### config.mk
export PLATFORM = sky130hd
export DESIGN_NAME = lbt_blend_timing
export DESIGN_NICKNAME = d
export VERILOG_FILES = /design/src/lbt_blend_timing.v
export VERILOG_INCLUDE_DIRS = /design/src
export SDC_FILE = /design/constraint.sdc
export NUM_CORES = 2
export LEC_CHECK = 0
export BUFFER_PORTS_ARGS = -buffer_cell sky130_fd_sc_hd__buf_2
export CAP_MARGIN = 20
export CELL_PAD_IN_SITES_DETAIL_PLACEMENT = 0
export CELL_PAD_IN_SITES_GLOBAL_PLACEMENT = 1
export CORE_MARGIN = 2
export CORE_UTILIZATION = 40
export CTS_BUF_LIST = sky130_fd_sc_hd__clkbuf_8 sky130_fd_sc_hd__clkbuf_16
export CTS_CLUSTER_SIZE = 25
export DETAILED_ROUTE_END_ITERATION = 16
export GPL_ROUTABILITY_DRIVEN = 0
export PLACE_DENSITY_LB_ADDON = 0.3
export SYNTH_ARGS = -nofsm -noshare
export SYNTH_HDL_FRONTEND = slang
export SYNTH_SLANG_ARGS = --single-unit
### constraint.sdc
create_clock -name clk_sys -period 17.35 [get_ports clk_sys]
set_input_delay 3.47 -clock clk_sys [delete_from_list [all_inputs] [get_ports clk_sys]]
set_output_delay 3.47 -clock clk_sys [all_outputs]
set_load 0.03 [all_outputs]
### src/lbt_regs.vh
// Register map, field positions, reset values and timing for the blend block
`ifndef LBT_REGS_VH
`define LBT_REGS_VH

// ==========================================================================
// Register byte offsets
`define LBT_OFS_CTRL     12'h000
`define LBT_OFS_HTIME    12'h004
`define LBT_OFS_HSYNC    12'h008
`define LBT_OFS_VTIME    12'h00C
`define LBT_OFS_FGPOS    12'h010
`define LBT_OFS_FGSIZE   12'h014
`define LBT_OFS_REPEAT   12'h018
`define LBT_OFS_ALPHA    12'h01C
`define LBT_OFS_LAYERBG  12'h020
`define LBT_OFS_FADE     12'h024
`define LBT_OFS_STATUS   12'h028
`define LBT_OFS_SCREEN   12'h02C

// ==========================================================================
// Control fields
`define LBT_CTRL_EN      0
`define LBT_CTRL_REPEAT  1
`define LBT_CTRL_START   2
`define LBT_CTRL_DIRIN   3
`define LBT_CTRL_MODE    4

// ==========================================================================
// Status fields
`define LBT_STAT_BUSY    0
`define LBT_STAT_UNDER   1
`define LBT_STAT_LVL_LO  8

// ==========================================================================
// Reset values
`define LBT_RST_HTOTAL   11'h140
`define LBT_RST_HACTIVE  11'h0F0
`define LBT_RST_HBP      8'h06
`define LBT_RST_HSW      8'h04
`define LBT_RST_VTOTAL   11'h148
`define LBT_RST_VACTIVE  11'h140
`define LBT_RST_VBP      8'h04
`define LBT_RST_VSW      8'h04
`define LBT_RST_POS      11'h000
`define LBT_RST_FGW      11'h0F0
`define LBT_RST_FGH      11'h140
`define LBT_RST_REPEAT   8'h00
`define LBT_RST_ALPHA    8'hFF
`define LBT_RST_LAYERBG  24'hFFFFFF
`define LBT_RST_FADE     8'h00
`define LBT_RST_SCREEN   24'h000000

`endif

### src/lbt_blend_timing.v
// Layer blending, fade and horizontal line timing toward an LCD panel
//
// Design decisions made here: the register addresses and the APB interface to the registers.
`timescale 1ns/1ps
`include "lbt_regs.vh"

module lbt_blend_timing (
    input  wire        clk_sys,
    input  wire        resetn,
    input  wire        psel,
    input  wire        penable,
    input  wire        pwrite,
    input  wire [11:0] paddr,
    input  wire [31:0] pwdata,
    output reg  [31:0] prdata,
    output wire        pready,
    output wire        pslverr,
    input  wire        pixClk,
    input  wire        pairValid,
    input  wire [47:0] pairData,
    output wire        pairReady,
    output reg  [10:0] fgRow,
    output reg         lineSyncN,
    output reg         frameSyncN,
    output reg         dataEnable,
    output reg  [23:0] pixOut
);

// ==========================================================================
// Registers
reg         enable;
reg         repeatEn;
reg         dirIn;
reg         blendMode;
reg  [10:0] hTotal;
reg  [10:0] hActive;
reg  [7:0]  hBackPorch;
reg  [7:0]  hSyncWidth;
reg  [10:0] vTotal;
reg  [10:0] vActive;
reg  [7:0]  vBackPorch;
reg  [7:0]  vSyncWidth;
reg  [10:0] fgX;
reg  [10:0] fgY;
reg  [10:0] fgW;
reg  [10:0] fgH;
reg  [7:0]  repeatTimes;
reg  [7:0]  alpha;
reg  [23:0] layerBg;
reg  [7:0]  fadeFrames;
reg  [23:0] screenColor;
reg         underflow;

reg         fadeBusy;
reg  [7:0]  fadeLevel;
reg  [7:0]  fadeIdx;

wire        wrEn = psel & penable & pwrite;
wire        rdAcc = psel & ~pwrite;
wire        startReq = wrEn && (paddr == `LBT_OFS_CTRL) &&
                       pwdata[`LBT_CTRL_START];
reg         mapped;
reg         underSet;

assign pready  = 1'b1;
assign pslverr = psel & penable & ~mapped;

always @* begin
    case (paddr)
        `LBT_OFS_CTRL, `LBT_OFS_HTIME, `LBT_OFS_HSYNC, `LBT_OFS_VTIME,
        `LBT_OFS_FGPOS, `LBT_OFS_FGSIZE, `LBT_OFS_REPEAT, `LBT_OFS_ALPHA,
        `LBT_OFS_LAYERBG, `LBT_OFS_FADE, `LBT_OFS_STATUS,
        `LBT_OFS_SCREEN: mapped = 1'b1;
        default: mapped = 1'b0;
    endcase
end

always @(posedge clk_sys or negedge resetn) begin
    if (!resetn) begin
        enable      <= 1'b0;
        repeatEn    <= 1'b0;
        dirIn       <= 1'b0;
        blendMode   <= 1'b0;
        hTotal      <= `LBT_RST_HTOTAL;
        hActive     <= `LBT_RST_HACTIVE;
        hBackPorch  <= `LBT_RST_HBP;
        hSyncWidth  <= `LBT_RST_HSW;
        vTotal      <= `LBT_RST_VTOTAL;
        vActive     <= `LBT_RST_VACTIVE;
        vBackPorch  <= `LBT_RST_VBP;
        vSyncWidth  <= `LBT_RST_VSW;
        fgX         <= `LBT_RST_POS;
        fgY         <= `LBT_RST_POS;
        fgW         <= `LBT_RST_FGW;
        fgH         <= `LBT_RST_FGH;
        repeatTimes <= `LBT_RST_REPEAT;
        alpha       <= `LBT_RST_ALPHA;
        layerBg     <= `LBT_RST_LAYERBG;
        fadeFrames  <= `LBT_RST_FADE;
        screenColor <= `LBT_RST_SCREEN;
        underflow   <= 1'b0;
    end else begin
        if (wrEn) begin
            case (paddr)
                `LBT_OFS_CTRL: begin
                    enable    <= pwdata[`LBT_CTRL_EN];
                    repeatEn  <= pwdata[`LBT_CTRL_REPEAT];
                    blendMode <= pwdata[`LBT_CTRL_MODE];
                    if (!fadeBusy) begin
                        dirIn <= pwdata[`LBT_CTRL_DIRIN];
                    end
                end
                `LBT_OFS_HTIME: begin
                    hTotal  <= pwdata[10:0];
                    hActive <= pwdata[26:16];
                end
                `LBT_OFS_HSYNC: begin
                    hBackPorch <= pwdata[7:0];
                    hSyncWidth <= pwdata[15:8];
                    vBackPorch <= pwdata[23:16];
                    vSyncWidth <= pwdata[31:24];
                end
                `LBT_OFS_VTIME: begin
                    vTotal  <= pwdata[10:0];
                    vActive <= pwdata[26:16];
                end
                `LBT_OFS_FGPOS: begin
                    fgX <= pwdata[10:0];
                    fgY <= pwdata[26:16];
                end
                `LBT_OFS_FGSIZE: begin
                    fgW <= pwdata[10:0];
                    fgH <= pwdata[26:16];
                end
                `LBT_OFS_REPEAT:  repeatTimes <= pwdata[7:0];
                `LBT_OFS_ALPHA:   alpha       <= pwdata[7:0];
                `LBT_OFS_LAYERBG: layerBg     <= pwdata[23:0];
                `LBT_OFS_FADE:    fadeFrames  <= pwdata[7:0];
                `LBT_OFS_SCREEN:  screenColor <= pwdata[23:0];
                default: ;
            endcase
        end
        // Set wins over write-one clear
        if (underSet) begin
            underflow <= 1'b1;
        end else if (wrEn && paddr == `LBT_OFS_STATUS &&
                     pwdata[`LBT_STAT_UNDER]) begin
            underflow <= 1'b0;
        end
    end
end

always @* begin
    prdata = 32'h00000000;
    if (rdAcc) begin
        case (paddr)
            `LBT_OFS_CTRL:    prdata = {27'h0000000, blendMode, dirIn,
                                        1'b0, repeatEn, enable};
            `LBT_OFS_HTIME:   prdata = {5'h00, hActive, 5'h00, hTotal};
            `LBT_OFS_HSYNC:   prdata = {vSyncWidth, vBackPorch,
                                        hSyncWidth, hBackPorch};
            `LBT_OFS_VTIME:   prdata = {5'h00, vActive, 5'h00, vTotal};
            `LBT_OFS_FGPOS:   prdata = {5'h00, fgY, 5'h00, fgX};
            `LBT_OFS_FGSIZE:  prdata = {5'h00, fgH, 5'h00, fgW};
            `LBT_OFS_REPEAT:  prdata = {24'h000000, repeatTimes};
            `LBT_OFS_ALPHA:   prdata = {24'h000000, alpha};
            `LBT_OFS_LAYERBG: prdata = {8'h00, layerBg};
            `LBT_OFS_FADE:    prdata = {24'h000000, fadeFrames};
            `LBT_OFS_STATUS:  prdata = {16'h0000, fadeLevel, 6'h00,
                                        underflow, fadeBusy};
            `LBT_OFS_SCREEN:  prdata = {8'h00, screenColor};
            default:          prdata = 32'h00000000;
        endcase
    end
end

// ==========================================================================
// Pixel clock edge finder
reg  [2:0]  pixSync;
reg         pixLevel;
wire        pixTick = (pixSync[1] == pixSync[2]) & pixSync[2] & ~pixLevel;

always @(posedge clk_sys or negedge resetn) begin
    if (!resetn) begin
        pixSync  <= 3'h0;
        pixLevel <= 1'b0;
    end else begin
        pixSync <= {pixSync[1:0], pixClk};
        if (pixSync[1] == pixSync[2]) begin
            pixLevel <= pixSync[2];
        end
    end
end

// ==========================================================================
// Line and frame counters
reg  [10:0] hCnt;
reg  [10:0] vCnt;
wire        lineEnd  = (hCnt >= hTotal - 11'h001);
wire        frameEnd = lineEnd & (vCnt >= vTotal - 11'h001);
wire        frameTick = pixTick & enable & frameEnd;
wire [11:0] hActEnd = {4'h0, hBackPorch} + {1'b0, hActive};
wire [11:0] vActEnd = {4'h0, vBackPorch} + {1'b0, vActive};
wire        hAct = ({1'b0, hCnt} >= {4'h0, hBackPorch}) &&
                   ({1'b0, hCnt} < hActEnd);
wire        vAct = ({1'b0, vCnt} >= {4'h0, vBackPorch}) &&
                   ({1'b0, vCnt} < vActEnd);
wire        inActive = enable & hAct & vAct;
wire [10:0] px = hCnt - {3'h0, hBackPorch};

always @(posedge clk_sys or negedge resetn) begin
    if (!resetn) begin
        hCnt <= 11'h000;
        vCnt <= 11'h000;
    end else if (!enable) begin
        hCnt <= 11'h000;
        vCnt <= 11'h000;
    end else if (pixTick) begin
        if (lineEnd) begin
            hCnt <= 11'h000;
            vCnt <= frameEnd ? 11'h000 : vCnt + 11'h001;
        end else begin
            hCnt <= hCnt + 11'h001;
        end
    end
end

// ==========================================================================
// Foreground row tracking with vertical repeat of all fgH foreground rows
reg  [7:0]  fgCopy;
reg         fgRowsLive;
wire [11:0] fgTop = {4'h0, vBackPorch} + {1'b0, fgY};
wire [11:0] nextLine = frameEnd ? 12'h000 : {1'b0, vCnt} + 12'h001;
wire        rowStart = (nextLine == fgTop) & (fgTop < vActEnd);

always @(posedge clk_sys or negedge resetn) begin
    if (!resetn) begin
        fgRow      <= 11'h000;
        fgCopy     <= 8'h00;
        fgRowsLive <= 1'b0;
    end else if (pixTick && lineEnd) begin
        if (rowStart) begin
            fgRow      <= 11'h000;
            fgCopy     <= 8'h00;
            fgRowsLive <= 1'b1;
        end else if (frameEnd) begin
            fgRowsLive <= 1'b0;
        end else if (fgRowsLive) begin
            if (fgRow >= fgH - 11'h001) begin
                fgRow <= 11'h000;
                if (!repeatEn || fgCopy >= repeatTimes) begin
                    fgRowsLive <= 1'b0;
                end else begin
                    fgCopy <= fgCopy + 8'h01;
                end
            end else begin
                fgRow <= fgRow + 11'h001;
            end
        end
    end
end

wire        inFgCol = (px >= fgX) &&
                      ({1'b0, px} < {1'b0, fgX} + {1'b0, fgW});
wire        inFg = fgRowsLive & inFgCol;

// ==========================================================================
// Two-entry pixel pair buffer
reg  [47:0] bufMem [0:1];
reg         wrPtr;
reg         rdPtr;
reg  [1:0]  bufCnt;
wire        bufPush = pairValid & pairReady;
wire        bufPop = pixTick & inActive & (bufCnt != 2'h0);
assign pairReady = (bufCnt != 2'h2);

always @* begin
    underSet = pixTick & inActive & (bufCnt == 2'h0);
end

always @(posedge clk_sys or negedge resetn) begin
    if (!resetn) begin
        bufMem[0] <= 48'h000000000000;
        bufMem[1] <= 48'h000000000000;
        wrPtr     <= 1'b0;
        rdPtr     <= 1'b0;
        bufCnt    <= 2'h0;
    end else begin
        if (bufPush) begin
            bufMem[wrPtr] <= pairData;
            wrPtr         <= ~wrPtr;
        end
        if (bufPop) begin
            rdPtr <= ~rdPtr;
        end
        bufCnt <= bufCnt + {1'b0, bufPush} - {1'b0, bufPop};
    end
end

// ==========================================================================
// Fade sequencer with serial divider
reg  [15:0] divRem;
reg  [7:0]  divQuo;
reg  [4:0]  divStep;
reg         divRun;
reg         faded;
wire [7:0]  fadeNum = dirIn ? fadeIdx : fadeFrames - fadeIdx;
wire [16:0] divTrial = {divRem, 1'b0};
wire [8:0]  divDiff = divTrial[16:8] - {1'b0, fadeFrames};

always @(posedge clk_sys or negedge resetn) begin
    if (!resetn) begin
        fadeBusy  <= 1'b0;
        fadeIdx   <= 8'h00;
        fadeLevel <= `LBT_RST_ALPHA;
        faded     <= 1'b0;
        divRem    <= 16'h0000;
        divQuo    <= 8'h00;
        divStep   <= 5'h00;
        divRun    <= 1'b0;
    end else begin
        if (startReq && !fadeBusy) begin
            fadeBusy <= 1'b1;
            fadeIdx  <= 8'h00;
            if (fadeFrames == 8'h00) begin
                fadeBusy  <= 1'b0;
                fadeLevel <= pwdata[`LBT_CTRL_DIRIN] ? alpha : 8'h00;
                faded     <= ~pwdata[`LBT_CTRL_DIRIN];
            end else begin
                fadeLevel <= pwdata[`LBT_CTRL_DIRIN] ? 8'h00 : alpha;
            end
        end else if (fadeBusy && frameTick && !divRun) begin
            fadeIdx <= fadeIdx + 8'h01;
            divRun  <= 1'b1;
            divStep <= 5'h00;
            divRem  <= 16'h0000;
            divQuo  <= 8'h00;
        end else if (divRun) begin
            // Level = alpha * fadeNum / fadeFrames, one quotient bit per cycle
            if (divStep == 5'h00) begin
                divRem  <= alpha * fadeNum;
                divStep <= 5'h01;
            end else if (divStep <= 5'h08) begin
                divStep <= divStep + 5'h01;
                divQuo  <= {divQuo[6:0], 1'b0};
                divRem  <= divTrial[15:0];
                if (divTrial[16:8] >= {1'b0, fadeFrames}) begin
                    divRem <= {divDiff[7:0], divTrial[7:0]};
                    divQuo <= {divQuo[6:0], 1'b1};
                end
            end else begin
                divRun    <= 1'b0;
                fadeLevel <= divQuo;
                if (fadeIdx == fadeFrames) begin
                    fadeBusy <= 1'b0;
                    faded    <= ~dirIn;
                end
            end
        end
        if (!fadeBusy && !divRun && !(startReq && fadeFrames == 8'h00)) begin
            fadeLevel <= faded ? 8'h00 : alpha;
        end
    end
end

// ==========================================================================
// Layer select and alpha blend
wire [23:0] fgPix = bufMem[rdPtr][47:24];
wire [23:0] bgPix = bufMem[rdPtr][23:0];
wire [23:0] fgLayer = inFg ? fgPix : layerBg;
wire [23:0] topPix = blendMode ? bgPix : fgLayer;
wire [23:0] lowPix = blendMode ? screenColor : bgPix;
wire [7:0]  effAlpha = fadeLevel;
wire [7:0]  invAlpha = 8'hFF - effAlpha;
wire [23:0] blendPix;

genvar ch;
generate
    for (ch = 0; ch < 3; ch = ch + 1) begin : gBlend
        wire [15:0] mixSum = effAlpha * topPix[8*ch+7:8*ch] +
                             invAlpha * lowPix[8*ch+7:8*ch];
        wire [16:0] mixRnd = {1'b0, mixSum} + 17'h00080 +
                             {9'h000, mixSum[15:8]};
        assign blendPix[8*ch+7:8*ch] = mixRnd[15:8];
    end
endgenerate

// ==========================================================================
// Panel outputs
always @(posedge clk_sys or negedge resetn) begin
    if (!resetn) begin
        lineSyncN  <= 1'b1;
        frameSyncN <= 1'b1;
        dataEnable <= 1'b0;
        pixOut     <= 24'h000000;
    end else if (pixTick) begin
        lineSyncN  <= ~(enable && hCnt < {3'h0, hSyncWidth});
        frameSyncN <= ~(enable && vCnt < {3'h0, vSyncWidth});
        dataEnable <= inActive;
        pixOut     <= inActive ? blendPix : 24'h000000;
    end
end

endmodule // lbt_blend_timing

Word level (Yosys, flattened, before mapping) --
Index checks and enable logic that the tools add are counted. W data, S select, Z words.
Storage, ports and cells: input bits 99, output and inout port bits 73, register bits 418
Cells by class: $mul 7, order comparisons 18, reductions and logical operators 58, equality and inequality tests 27, muxes and demuxes 82, bitwise logic cells 30, add/subtract/negate cells 29
Operator list (number):
- $pmux W32 S12 | 1
- $mux W48 | 4
- $mux W8 | 22
- $mux W11 | 11
- $mul A8 B8 Y16 | 7
- $bwmux W96 | 1
- $mux W24 | 4
- $mux W16 | 5
- $add A16 B16 Y16 | 3
- $add A16 B8 Y16 | 3
- $add A16 B8 Y16 const B | 3
- $demux W48 S1 | 1
- $eq A12 B5 Y1 const B | 4
- $eq A12 B6 Y1 const B | 4
- $ge A11 B11 Y1 | 4
- $add A8 B11 Y12 | 3
- $lt A11 B12 Y1 | 3
- $add A11 B1 Y11 const B | 3
- $sub A11 B1 Y11 const B | 3
- $mux W32 | 1
- $mux W1 | 27
- $eq A12 B4 Y1 const B | 2
- $reduce_and A2 Y1 | 12
- $ge A11 B8 Y1 | 2
- 42 further kinds | 118

Longest topological paths before layout --
depth after elaboration 11, mapped depth 55

Worst setup path after synthesis --
OpenSTA, ideal clock, no wires.
path type register to register, start point register hCnt[0], end point register pixOut[7], library setup time 131 ps, slack 5857 ps, cell stages (with the launch flop) 51, data arrival time 11362 ps, data required time 17219 ps, buffers on the path 2, path through dfrtp_1 inv_1 ha_1 inv_1 fa_1 a21o_1 a21oi_1 o21bai_1 a21oi_1 o21bai_1 a21oi_1 xor2_1 ha_1 o211a_1 a211oi_1 a2111oi_0 o21ai_0 o2111ai_2 [15 not listed] ha_1 a211o_1 and3_1 o31ai_1 mux2i_1 and3_1 inv_1 ha_1 inv_1 ha_1 nand3_1 o21ai_0 a21oi_1 nand2b_1 or3b_2 nor3_1 a211o_1 nand4_1
On the way: cells in the longest elaborated chain, start to end 11, elaborated cells on any way between the ends 17, those cells by class add/sub (4); mul (1); order compare (4); mux (3); bitwise (3); reduce/logical (2)
RTL lines:
- from (decl) | line lbt_blend_timing.v:197 | reg [10:0] hCnt;
- from (signal assigned) | line lbt_blend_timing.v:223 | hCnt <= hCnt + 11'h001;
- $sub A11 B8 Y11 | line lbt_blend_timing.v:209 | wire [10:0] px = hCnt - {3'h0, hBackPorch};
- $lt A11 B12 Y1 / $ge A11 B11 Y1 (equally long branches) | line lbt_blend_timing.v:264, lbt_blend_timing.v:263
- $logic_and A1 B1 Y1 | line lbt_blend_timing.v:263 | wire inFgCol = (px >= fgX) &&
- $and A1 B1 Y1 | line lbt_blend_timing.v:265 | wire inFg = fgRowsLive & inFgCol;
- $mux W24 | line lbt_blend_timing.v:370 | wire [23:0] fgLayer = inFg ? fgPix : layerBg;
- $mux W24 | line lbt_blend_timing.v:371 | wire [23:0] topPix = blendMode ? bgPix : fgLayer;
- $mul A8 B8 Y16 | line lbt_blend_timing.v:380 | wire [15:0] mixSum = effAlpha * topPix[8*ch+7:8*ch] +
- $add A16 B16 Y16 | line lbt_blend_timing.v:380
- $add A16 B8 Y16 (2 in a row) | line lbt_blend_timing.v:382 | wire [16:0] mixRnd = {1'b0, mixSum} + 17'h00080 +
- $mux W24 (*) | line lbt_blend_timing.v:400 | pixOut <= inActive ? blendPix : 24'h000000;
- to (signal assigned) | line lbt_blend_timing.v:400
- to (decl) | line lbt_blend_timing.v:26 | output reg [23:0] pixOut
Every way passes the cells marked *; elsewhere a longest branch is shown, timed or not. A chain may end at the register's enable or synchronous reset.

Final worst setup path --
Ends and elaborated chain as after synthesis.

==> results.toml <==
[outcome]
status = "finished, final reports clean"

[logic_synthesis]
postSynthAreaPerCell_um2 = 9.37
syn_inst = 4437
synth_top_area_share_pct = 21.3
synth_flop_cell = "dfrtp_1"
synthTopCellsByArea = "dfrtp_1, fa_1, ha_1"
yosys_register_bits = 418
synth_warnings = 0
synth_cell_types = 80
synth_largest_area_cell = "dfrtp_1"
synth-async-reset-ratio_pct = 100
synth_edf_count = 0
netlist_area_um2 = 41600
seq_area_frac_synth_pct = 25.4

[hold_path]
hold_class = "reg2reg"
holdPathStages = 0
hold_end = "pixSync[1]"
min_from = "pixSync[0]"

[route]
dr_total_vias = 32700
drtIter0Drc = 2594
wl_per_cell_um = 21.8
vias_per_cell = 5.47
ant_nets = 0
wl_um = 131000
drc_errors = 0
drt-pass1-iter-count = 7

[global_routing]
track_usage_pct = 24.6
grt_pass1_vias = 32700
grt_overflow = 0
grt_first_pass_wirelength_um = 202000
antenna_found_initial = 8
grt_max_degree = 139

[floorplan]
initial_core_util_pct = 40.2
core_um2 = 103000
dieHeight_um = 326
die_area_um2 = 107000
io_pins = 172
rows = 118
die_x_um = 326

[setup_path]
crit_path_start_kind = "register"
r2r_slack_ps = 3880
cp_common_cell = "fa_1"
path_class = "reg2reg"
cpPeakStageDelay_ps = 900
reg2reg_depth = 49
endpoint_kind = "register"
cp_slowest_cell = "o211a_2"
cp_top_family = "compound AO/OA/AOI/OAI gates"
reg2reg_to = "pixOut[7]"
path_depth = 49
worst_ep_required_time_ps = 17890
crit_fanout = 45
critPathBufInv = 6
worstPathArrival_ps = 14000
reg2reg_from = "hCnt[0]"

[placement]
dp_cells = 5877
port_buffers = 170
place_area_um2 = 44000
dp_hpwl_um = 98600

[clocking]
cts_tree = "yes"
cts_max_path_buffers = 3
clk-insertion-delay-late_ps = 670
cts.repair.resized = 0
ctsHoldBuffers = 0
cts_buffers = 53
postCtsSetupBuffers = 0
clkTransAtPathRegs_ps = 60
htree_levels = 2
root_buffer = "clkbuf_16"
cts.sinks = 418

[sta]
max_slew_margin_pct = 22.9
final.setup.tns_ps = 0
period_share_pct = 77.6
report.final.slew_viol_count = 0
rsz0062_at_grt = "no"
max_freq_mhz = 74.3
tightest_slew_ps = 1120
post-route-min-period_ps = 13470
finalSetupViolCount = 0
hold_viol_final = 0
skew_ps = 31.3

[final_layout]
diodes = 0
area_delta_synth_final_pct = 10.6
layout-drive-gt1-share_pct = 15.8
fin_nets = 5427
final_util_pct = 44.5
finalInstanceArea_um2 = 46000
final_cells = 5983

[job]
max_cap_viol_count = 0
[worst max-delay path by stage]
| stage | startpoint | end | slack [ps] |
|---|---|---|---|
| 2_1_floorplan | hCnt[0] | pixOut[7] | 5860 |
| 3_3_place_gp | hCnt[0] | pixOut[23] | 4460 |
| 3_5_place_dp | hCnt[0] | pixOut[7] | 4060 |
| 4_1_cts | hCnt[0] | pixOut[7] | 4010 |
| 5_1_grt | hCnt[0] | pixOut[7] | 2780 |
| 6_report | hCnt[0] | pixOut[7] | 3880 |
[layer usage]
layer  routed length, um  vias to the layer above  track usage [%]
li1                    -                    15200                -
met1               61500                    16500             35.9
met2               57700                      909             38.3
met3                8010                      156             3.53
met4                3340                        0             6.27
met5                   0                        -                0
[worst register-to-register path: cells and delay by family, from the launching register on]
| kind | cells | cell delay, ps |
|---|---|---|
| buffers and inverters | 6 | 460 |
| AND/OR/NAND/NOR | 5 | 1450 |
| flip-flops | 1 | 420 |
| XOR/XNOR | 2 | 370 |
| AO/OA/AOI/OAI | 24 | 5690 |
| adder cells (fa/ha/maj) | 12 | 4970 |
[area by class of cell]
type / count / area, um2
Sequential cell: 418 / 10500
Multi-Input combinational cell: 3207 / 28100
Fill cell: 10200 / 57400
Tap cell: 1380 / 1730
Inverter: 649 / 2440
Timing Repair Buffer: 230 / 1320
Clock inverter: 37 / 427
Clock buffer: 62 / 1450
[logic make-up (layout without fill, tap and decap cells)]
logic type,Yosys count,in the layout,share of synthesized area (%)
adders and majority gates,769,769,29.1
other,2,4,0.0181
and+or+nand+nor,1173,1173,13.6
muxes,327,327,8.69
DFF,418,418,25.4
xor gates and xnor gates,164,164,3.52
buffers and inverters,814,978,7.40
AOI/OAI and AO/OA,770,770,12.3
[cell usage in the layout (no fill, tap or decap), types with 20 or more instances in the layout]
| cell | n |
|---|---|
| inv_1 | 660 |
| ha_1 | 438 |
| nand2_1 | 380 |
| dfrtp_1 | 352 |
| fa_1 | 331 |
| mux2_2 | 263 |
| nor2_1 | 243 |
| o21ai_0 | 221 |
| buf_2 | 169 |
| and2_1 | 146 |
| a21oi_1 | 133 |
| xnor2_1 | 107 |
| nand2b_1 | 67 |
| dfstp_2 | 64 |
| mux2i_1 | 63 |
| nor3_1 | 58 |
| buf_4 | 58 |
| nand3_1 | 57 |
| xor2_1 | 55 |
| clkbuf_16 | 53 |
| a21o_1 | 48 |
| or2_2 | 48 |
| a22oi_1 | 43 |
| a31oi_1 | 34 |
| and3_1 | 33 |
| a222oi_1 | 33 |
| a22o_1 | 29 |
| nor2b_1 | 29 |
| o21a_1 | 25 |
| or3_1 | 22 |
| o31ai_1 | 20 |
[synth_stat cells, drive strengths merged, types with 20 or more instances]
cell type	n
mux2i	63
clkbuf	150
ha	438
mux2	263
fa	331
xor2	55
dfstp	64
inv	649
nor2b	29
and2	148
a21oi	134
a222oi	33
o31ai	20
dfrtp	354
a22oi	43
or3	22
nor3	66
a22o	29
and3	33
a21o	48
o21ai	239
nand3	58
o21a	25
xnor2	107
nand2	380
or2	48
nand2b	68
a31oi	34
nor2	251
[state kept, by name, summed over array words and instances (netlist names), 11 cells and up]
| name | flops |
|---|---|
| hActive | 11 |
| fgRow | 11 |
| vActive | 11 |
| fgY | 11 |
| vCnt | 11 |
| layerBg | 24 |
| hTotal | 11 |
| pixOut | 24 |
| fgW | 11 |
| fgH | 11 |
| screenColor | 24 |
| fgX | 11 |
| vTotal | 11 |
| divRem | 16 |
| bufMem | 96 |
| hCnt | 11 |
[stage by stage]
stage / hold WS [ps] / setup WS (ps)
floorplan: 331 / 5860
CTS: 348 / 4010
finish: 346 / 3880
detailed placement: 335 / 4060
global placement: 334 / 4460
global route: 352 / 2780
Power is left out: the tool's default activity adds up to more than one toggle a clock period on the data nets, which glitch-free logic cannot reach.
